===== src/hw/blit_fill_pkg.sv =====
// Register map, field positions and state encoding of the blit fill stage
package blit_fill_pkg;
	// ------------------------------------------------------------
	// Register byte offsets
	// ------------------------------------------------------------
	localparam logic [7:0] OFS_CTRL = 8'h00;
	localparam logic [7:0] OFS_SIZE = 8'h04;
	localparam logic [7:0] OFS_STAT = 8'h08;
	localparam logic [7:0] OFS_IRQ  = 8'h0c;
	localparam logic [7:0] OFS_MASK = 8'h10;
	localparam logic [7:0] OFS_APTR = 8'h14;
	localparam logic [7:0] OFS_AMOD = 8'h18;
	localparam logic [7:0] OFS_DPTR = 8'h1c;
	localparam logic [7:0] OFS_DMOD = 8'h20;
	// ------------------------------------------------------------
	// Field positions
	// ------------------------------------------------------------
	localparam int BIT_DESC  = 1;
	localparam int BIT_FCI   = 2;
	localparam int BIT_INCL  = 3;
	localparam int BIT_EXCL  = 4;
	localparam int SZ_W_LSB  = 0;
	localparam int SZ_W_BITS = 6;
	localparam int SZ_H_LSB  = 6;
	localparam int SZ_H_BITS = 10;
	localparam int STAT_BUSY = 0;
	localparam int IRQ_DONE  = 0;
	// ------------------------------------------------------------
	// Reset values and step
	// ------------------------------------------------------------
	localparam logic [15:0] CTRL_RST  = 16'h0000;
	localparam logic [15:0] MOD_RST   = 16'h0000;
	localparam logic [15:0] WORD_STEP = 16'h0002;
	typedef enum logic [0:0] {
		ST_IDLE = 1'b0,
		ST_RUN  = 1'b1
	} run_state_t;
endpackage


===== src/hw/blit_area_fill.sv =====
// Blit area-fill stage with busy flag, pointers and AHB-Lite registers
// Behaviour
// - Control bit 3 enables inclusive fill, bit 4 exclusive fill.
// - Inclusive fill sets pixels between boundaries and keeps boundaries.
// - Exclusive fill drops the left boundary of each filled span.
// - Fill acts on the combined result, after shift, mask and logic.
// - Fill always works on whole 16-bit words.
// - Carry-in one fills outside the boundaries, inside stays zero.
// - Fill state loads from carry-in at each row's rightmost word.
// - Each one bit toggles fill state; state gives written pixel.
// - Fill state carries leftward across words and stops at row end.
// - Writing the size register starts the blit.
// - The engine never stalls the processor.
// - Busy flag in status register reads set while blit runs.
// - Each channel's modulo is applied to its pointer at row end.
// - Control bit 1 selects descending: pointers minus two, modulos subtracted.
module blit_area_fill #(
	parameter int AW = 24
) (
	// Clock and reset
	input  wire logic          hclk,
	input  wire logic          hresetn,
	// AHB-Lite slave
	input  wire logic          hsel,
	input  wire logic [31:0]   haddr,
	input  wire logic [1:0]    htrans,
	input  wire logic          hwrite,
	input  wire logic [2:0]    hsize,
	input  wire logic [31:0]   hwdata,
	input  wire logic          hready,
	output logic               hreadyout,
	output logic               hresp,
	output logic [31:0]        hrdata,
	// Combined source words, rightmost word of a row first
	input  wire logic          src_valid,
	input  wire logic [15:0]   src_data,
	output logic               src_ready,
	output logic [AW-1:0]      a_addr,
	// Destination words
	output logic               dst_valid,
	output logic [15:0]        dst_data,
	output logic [AW-1:0]      dst_addr,
	input  wire logic          dst_ready,
	// Interrupt
	output logic               irq
);
	localparam int WW = blit_fill_pkg::SZ_W_BITS;
	localparam int HW = blit_fill_pkg::SZ_H_BITS;

	blit_fill_pkg::run_state_t state, next_state;
	logic [15:0]   ctrl, next_ctrl;
	logic [WW:0]   width, next_width, col, next_col;
	logic [HW:0]   row, next_row;
	logic          first, next_first, in_pend, next_in_pend;
	logic          carry, next_carry;
	logic          out_valid, next_out_valid, out_last, next_out_last;
	logic          out_rend, next_out_rend;
	logic [15:0]   out_data, next_out_data;
	logic [AW-1:0] a_ptr, next_a_ptr, d_ptr, next_d_ptr;
	logic [15:0]   a_mod, next_a_mod, d_mod, next_d_mod;
	logic          irq_st, next_irq_st, irq_mask, next_irq_mask;
	logic [31:0]   rdata, next_rdata;
	logic          ap_valid, next_ap_valid, ap_write, next_ap_write;
	logic [7:0]    ap_addr, next_ap_addr;
	logic          fill_on, take, dst_take, wr, desc, fin;
	logic [16:0]   fres;
	logic [WW-1:0] wf;
	logic [HW-1:0] hf;

	// ------------------------------------------------------------
	// Fill of one word, bit 0 first; returns {carry, word}
	// ------------------------------------------------------------
	function automatic logic [16:0] fill_word(input logic [15:0] d, input logic c,
			input logic incl, input logic excl);
		logic        s;
		logic [15:0] o;
		s = c;
		o = d;
		for (int i = 0; i < 16; i++) begin
			if (incl) begin
				o[i] = d[i] | s;
			end
			s = s ^ d[i];
			if (excl && !incl) begin
				o[i] = s;
			end
		end
		return {s, o};
	endfunction

	// ------------------------------------------------------------
	// Pointer step, modulo added only at row end
	// ------------------------------------------------------------
	function automatic logic [AW-1:0] ptr_step(input logic [AW-1:0] p, input logic [15:0] m,
			input logic rend, input logic dn);
		logic [AW-1:0] st;
		st = AW'(blit_fill_pkg::WORD_STEP);
		if (rend) begin
			st = st + {{(AW-16){m[15]}}, m};
		end
		return dn ? p - st : p + st;
	endfunction

	// ------------------------------------------------------------
	// Datapath and control
	// ------------------------------------------------------------
	assign hreadyout = 1'b1;
	assign hresp     = 1'b0;
	assign hrdata    = rdata;
	assign a_addr    = a_ptr;
	assign dst_addr  = d_ptr;
	assign dst_valid = out_valid;
	assign dst_data  = out_data;
	assign irq       = irq_st & irq_mask;
	assign desc      = ctrl[blit_fill_pkg::BIT_DESC];
	assign fill_on   = ctrl[blit_fill_pkg::BIT_INCL] | ctrl[blit_fill_pkg::BIT_EXCL];
	// Output stage stalls the input when the destination holds off
	assign src_ready = (state == blit_fill_pkg::ST_RUN) && in_pend && (!out_valid || dst_ready);
	assign take      = src_valid && src_ready;
	assign dst_take  = out_valid && dst_ready;
	assign fin       = dst_take && out_last;
	assign wr        = ap_valid && ap_write;
	assign wf        = hwdata[blit_fill_pkg::SZ_W_LSB +: WW];
	assign hf        = hwdata[blit_fill_pkg::SZ_H_LSB +: HW];
	// Whole word always goes through, carry reloads on a row's first word
	assign fres = fill_word(src_data, first ? ctrl[blit_fill_pkg::BIT_FCI] : carry,
		ctrl[blit_fill_pkg::BIT_INCL], ctrl[blit_fill_pkg::BIT_EXCL]);

	always_comb begin
		next_state     = state;
		next_ctrl      = ctrl;
		next_width     = width;
		next_col       = col;
		next_row       = row;
		next_first     = first;
		next_in_pend   = in_pend;
		next_carry     = carry;
		next_out_valid = out_valid;
		next_out_last  = out_last;
		next_out_rend  = out_rend;
		next_out_data  = out_data;
		next_a_ptr     = a_ptr;
		next_d_ptr     = d_ptr;
		next_a_mod     = a_mod;
		next_d_mod     = d_mod;
		next_irq_st    = irq_st;
		next_irq_mask  = irq_mask;
		next_rdata     = rdata;
		next_ap_valid  = hsel && htrans[1] && hready;
		next_ap_write  = hwrite;
		next_ap_addr   = haddr[7:0];
		if (!(hsel && htrans[1] && hready)) begin
			next_ap_write = 1'b0;
			next_ap_addr  = ap_addr;
		end
		// Read data registered in the address phase
		if (hsel && htrans[1] && hready && !hwrite) begin
			case (haddr[7:0])
				blit_fill_pkg::OFS_CTRL: next_rdata = {16'h0000, ctrl};
				blit_fill_pkg::OFS_STAT: next_rdata = {31'h0, state == blit_fill_pkg::ST_RUN};
				blit_fill_pkg::OFS_IRQ:  next_rdata = {31'h0, irq_st};
				blit_fill_pkg::OFS_MASK: next_rdata = {31'h0, irq_mask};
				blit_fill_pkg::OFS_APTR: next_rdata = {{(32-AW){1'b0}}, a_ptr};
				blit_fill_pkg::OFS_AMOD: next_rdata = {16'h0000, a_mod};
				blit_fill_pkg::OFS_DPTR: next_rdata = {{(32-AW){1'b0}}, d_ptr};
				blit_fill_pkg::OFS_DMOD: next_rdata = {16'h0000, d_mod};
				default:                 next_rdata = 32'h0000_0000;
			endcase
		end
		// Writes; setup registers should not change during a blit
		if (wr) begin
			case (ap_addr)
				blit_fill_pkg::OFS_CTRL: next_ctrl = hwdata[15:0];
				blit_fill_pkg::OFS_MASK: next_irq_mask = hwdata[blit_fill_pkg::IRQ_DONE];
				blit_fill_pkg::OFS_APTR: next_a_ptr = hwdata[AW-1:0];
				blit_fill_pkg::OFS_AMOD: next_a_mod = hwdata[15:0];
				blit_fill_pkg::OFS_DPTR: next_d_ptr = hwdata[AW-1:0];
				blit_fill_pkg::OFS_DMOD: next_d_mod = hwdata[15:0];
				blit_fill_pkg::OFS_IRQ:
					if (hwdata[blit_fill_pkg::IRQ_DONE]) begin
						next_irq_st = 1'b0;
					end
				blit_fill_pkg::OFS_SIZE:
					if (state == blit_fill_pkg::ST_IDLE) begin
						next_state   = blit_fill_pkg::ST_RUN;
						next_width   = {wf == '0, wf};
						next_col     = {wf == '0, wf};
						next_row     = {hf == '0, hf};
						next_first   = 1'b1;
						next_in_pend = 1'b1;
					end
				default: ;
			endcase
		end
		// Input word into the output stage
		if (take) begin
			next_out_valid = 1'b1;
			next_out_data  = fill_on ? fres[15:0] : src_data;
			next_carry     = fres[16];
			next_out_rend  = (col == 1);
			next_out_last  = (col == 1) && (row == 1);
			next_a_ptr     = ptr_step(a_ptr, a_mod, col == 1, desc);
			next_first     = (col == 1);
			if (col == 1) begin
				next_col = width;
				next_row = row - 1'b1;
				if (row == 1) begin
					next_in_pend = 1'b0;
				end
			end else begin
				next_col = col - 1'b1;
			end
		end else if (dst_take) begin
			next_out_valid = 1'b0;
		end
		if (dst_take) begin
			next_d_ptr = ptr_step(d_ptr, d_mod, out_rend, desc);
		end
		if (fin) begin
			next_state  = blit_fill_pkg::ST_IDLE;
			next_irq_st = 1'b1;
		end
	end

	always_ff @(posedge hclk or negedge hresetn) begin
		if (!hresetn) begin
			state     <= blit_fill_pkg::ST_IDLE;
			ctrl      <= blit_fill_pkg::CTRL_RST;
			width     <= '0;
			col       <= '0;
			row       <= '0;
			first     <= 1'b1;
			in_pend   <= 1'b0;
			carry     <= 1'b0;
			out_valid <= 1'b0;
			out_last  <= 1'b0;
			out_rend  <= 1'b0;
			out_data  <= 16'h0000;
			a_ptr     <= '0;
			d_ptr     <= '0;
			a_mod     <= blit_fill_pkg::MOD_RST;
			d_mod     <= blit_fill_pkg::MOD_RST;
			irq_st    <= 1'b0;
			irq_mask  <= 1'b0;
			rdata     <= 32'h0000_0000;
			ap_valid  <= 1'b0;
			ap_write  <= 1'b0;
			ap_addr   <= 8'h00;
		end else begin
			state     <= next_state;
			ctrl      <= next_ctrl;
			width     <= next_width;
			col       <= next_col;
			row       <= next_row;
			first     <= next_first;
			in_pend   <= next_in_pend;
			carry     <= next_carry;
			out_valid <= next_out_valid;
			out_last  <= next_out_last;
			out_rend  <= next_out_rend;
			out_data  <= next_out_data;
			a_ptr     <= next_a_ptr;
			d_ptr     <= next_d_ptr;
			a_mod     <= next_a_mod;
			d_mod     <= next_d_mod;
			irq_st    <= next_irq_st;
			irq_mask  <= next_irq_mask;
			rdata     <= next_rdata;
			ap_valid  <= next_ap_valid;
			ap_write  <= next_ap_write;
			ap_addr   <= next_ap_addr;
		end
	end
endmodule


===== config.mk =====
export PLATFORM = sky130hd
export DESIGN_NAME = blit_area_fill
export DESIGN_NICKNAME = d
export VERILOG_FILES = /design/src/hw/blit_fill_pkg.sv /design/src/hw/blit_area_fill.sv
export SDC_FILE = /design/constraint.sdc
export NUM_CORES = 1
export LEC_CHECK = 0
export ABC_CLOCK_PERIOD_IN_PS = 12050
export BUFFER_PORTS_ARGS = -buffer_cell sky130_fd_sc_hd__buf_2
export CORE_UTILIZATION = 55
export DETAILED_ROUTE_END_ITERATION = 10
export HOLD_SLACK_MARGIN = 0.08
export MAX_ROUTING_LAYER = met4
export PLACE_DENSITY = 0.86
export SYNTH_ARGS = -nofsm -noshare
export SYNTH_HDL_FRONTEND = slang
export SYNTH_SLANG_ARGS = --single-unit

===== constraint.sdc =====
create_clock -name hclk -period 12.05 [get_ports hclk]
set_clock_uncertainty 0.15 [all_clocks]
set_input_delay 0 -clock hclk [delete_from_list [all_inputs] [get_ports hclk]]
set_output_delay 0 -clock hclk [all_outputs]
set_load 0.005 [all_outputs]

==> impl_results.md <==
- H-tree depth: 4
- Yosys warning count: 0
- Async S/R FF share, synth: 1.000
- Place WS: 5.509 ns
- Hold WC Path Type: input pin to async pin
- Gr ovfl total: 0
- Buffers & Inverters on Critical Path: 15
- Least-Margin Pin Slew: 1.030 ns
- Largest area contributor in the netlist: dfrtp_1
- Power Dens Cells: 94.38 nW/µm²
- Layout cells sized above 1: 0.1766
- Setup Viol. Count Final: 0
- Slowest CP cell: dfstp_2
- WL/cell: 18.84 µm
- Initial antenna violation count: 1
- First-pass GRT wire length: 59.93 mm
- Die height: 156.1 µm
- Most frequent cells in the layout: 204 x nand2_1, 179 x dfrtp_1, 153 x o21ai_0, 145 x buf_2, 128 x nor2_1
- Cell count after synthesis: 1505
- Resize count post-CTS: 0
- Top-area cell type share of the netlist area: 0.3428
- Stages on the worst setup path: 36
- Clock buffer count from CTS: 17
- Worst skew pair latency: 0.45 ns
- CTS tree: built
- Starting density of the core: 0.5583
- GRT Overall Usage: 0.3224
- CTS clk-pin slew, worst paths: 0.08 ns
- Slew headroom: 0.3131
- Hold buffers post-CTS: 57
- Clk root buf: clkbuf_16
- Post-DRT Antenna Nets: 0
- Post-route total power: 1.424 mW
- Crit-path max FO: 2
- EDFF count, synth: 0
- Largest net degree at the start of global routing: 110
- DRC Markers: 0
- Peak supply drop: 0.08017 mV
- Outcome: complete, no violations
- R2R Path End: dst_data[15]
- Top cells by area, synth: dfrtp_1 34%, ha_1 6.7%, mux2_2 5.9%
- Mean Syn Cell Area: 8.682 µm²
- FF+latch count, synth: 180
- WP data arrival: 6.93 ns
- Iteration-0 DRC Markers: 1359
- Max Freq: 147.6 MHz
- CP top delay family: adder cells
- Nature of the critical path endpoint: flop
- Reg2Reg Launch Point: first
- Leak: 7.165 nW
- R2R Setup Slk: 5.27 ns
- Fin crit period: 6.775 ns
- Via density per instance: 6.152
- Area grow syn2layout: 15.43%
- Vias: 12279
- Worst r2r path cells: 36
- Post-CTS Setup Bufs: 0
- Die X-Extent: 156.1 µm
- Synth unique cells: 89
- Fin nets: 1828
- Core Region: 23400 µm²
- Most common cell after layout, fill and taps aside: nand2_1
- Startpoint types: flop
- 1st-pass router iterations: 6
- Post-synthesis sequential area ratio: 0.3448
- Slew Viols, Final: 0
- Vias in the first global route: 11684
- Total negative slack: 0 ns
- Detail Placement HPWL: 25.74 mm
- Crit path to: dst_data[15]
- Gpl congestion: 0.9405
- Port bufs: 146
- Clock Sinks: 180
- Setup ws final: 5.275 ns
- DIE AREA: 24380 µm²
- Worst EP required: 12.20 ns
- Clock Path Buffers: 2
- Total of max-cap violations: 0
- Io pins: 193
- # rows: 56
- Main synth FF type: dfrtp_1
- Critical path class: flop to flop
- Cell repeated most along the worst path: ha_1
- Tcrit/Tclk final: 0.5623
- RSZ-0062 raised after global routing: no
- Fin. Hold Viols: 0
- Final WL: 37.61 mm
- Critical Path Max Stage Delay: 0.56 ns
- Cell Area, Synth: 13070 µm²
- Crit. Startpoint: first
[worst register-to-register path, delay by kind of cell (launching register included)]
kind,cells,cell delay [ns]
compound gates,3,0.39
fa+ha+maj,16,4.61
buf+inv,15,0.73
flops,1,0.56
mux,1,0.08
simple gates,1,0.08
[cells by family after synthesis]
family / Yosys count / synth area share
flip-flops: 180 / 0.3448
XOR/XNOR: 81 / 0.05429
adder cells (fa/ha/maj): 72 / 0.07009
AO/OA/AOI/OAI: 377 / 0.1843
multiplexers: 136 / 0.1121
buffers and inverters: 155 / 0.04932
other: 2 / 0.0005748
AND/OR/NAND/NOR: 502 / 0.1844
[registers in the layout, summed over array words and instances (netlist names), 7 cells and up]
| name | count |
|---|---|
| a_addr | 24 |
| dst_addr | 24 |
| hrdata | 24 |
| a_mod | 16 |
| ctrl | 16 |
| d_mod | 16 |
| dst_data | 16 |
| row | 11 |
| ap_addr | 8 |
| col | 7 |
| width | 7 |
[stage by stage]
stage	cells	instance area [µm²]	hold slack (ns)	util
after CTS	1995	15080	0.1213	0.6444
after global placement	1907	13960	0.05416	0.5966
after global routing	1996	15080	0.2092	0.6445
final	1996	15080	0.09335	0.6445
after detailed placement	1907	13960	0.04575	0.5966
after floorplan	1513	13100	-0.4456	-
[per-layer routing]
metal / track usage / part of all wire / vias up
met5: - / 0 / -
met4: 0.1443 / 0.040 / 0
met3: 0.05861 / 0.090 / 138
met2: 0.5060 / 0.47 / 611
met1: 0.4061 / 0.39 / 5876
li1: - / - / 5654
[Yosys cell counts (7+ instances only)]
master,count
buf_2,8
a41o_1,8
inv_1,72
mux2_2,69
xnor2_1,49
nor4_1,9
o21ai_0,153
a22oi_1,8
xor2_1,32
or3_1,11
ha_1,70
and3_1,11
nand2_1,205
nor2_1,128
o31ai_1,11
nand2b_1,8
dfrtp_1,179
nor3b_1,7
and2_1,14
a31oi_1,17
or4_1,7
mux2i_1,65
nor3_1,23
o21a_1,13
clkbuf_1,55
a211oi_1,25
a21oi_1,59
nand3_1,35
buf_4,14
o211ai_1,12
a21o_1,18
[report_power, final]
part,internal (mW),switching (mW),total [mW]
logic,0.0949,0.124,0.219
registers,0.625,0.0347,0.659
clock network,0.290,0.255,0.545
total,1.01,0.414,1.42
[worst min path at each step]
stage,start,to,slack [ns]
final,hresetn,dst_addr[20],0.09
after global routing,hresetn,dst_addr[20],0.21
after CTS,haddr[2],ap_addr[2],0.12
after detailed placement,hresetn,dst_addr[20],0.05
after global placement,hresetn,dst_addr[20],0.05
after floorplan,hresetn,a_addr[0],-0.45
[area by class of cell]
cell class	count	area, µm²
clock buffer	19	442.9
antenna	1	2.502
timing repair buffer	215	1398
fill	1767	8320
inverter	72	270.3
multi-input combinational	1178	7959
clock inverter	12	105.1
tap	319	399.1
sequential	180	4506
(Power assumes the default switching activity.)
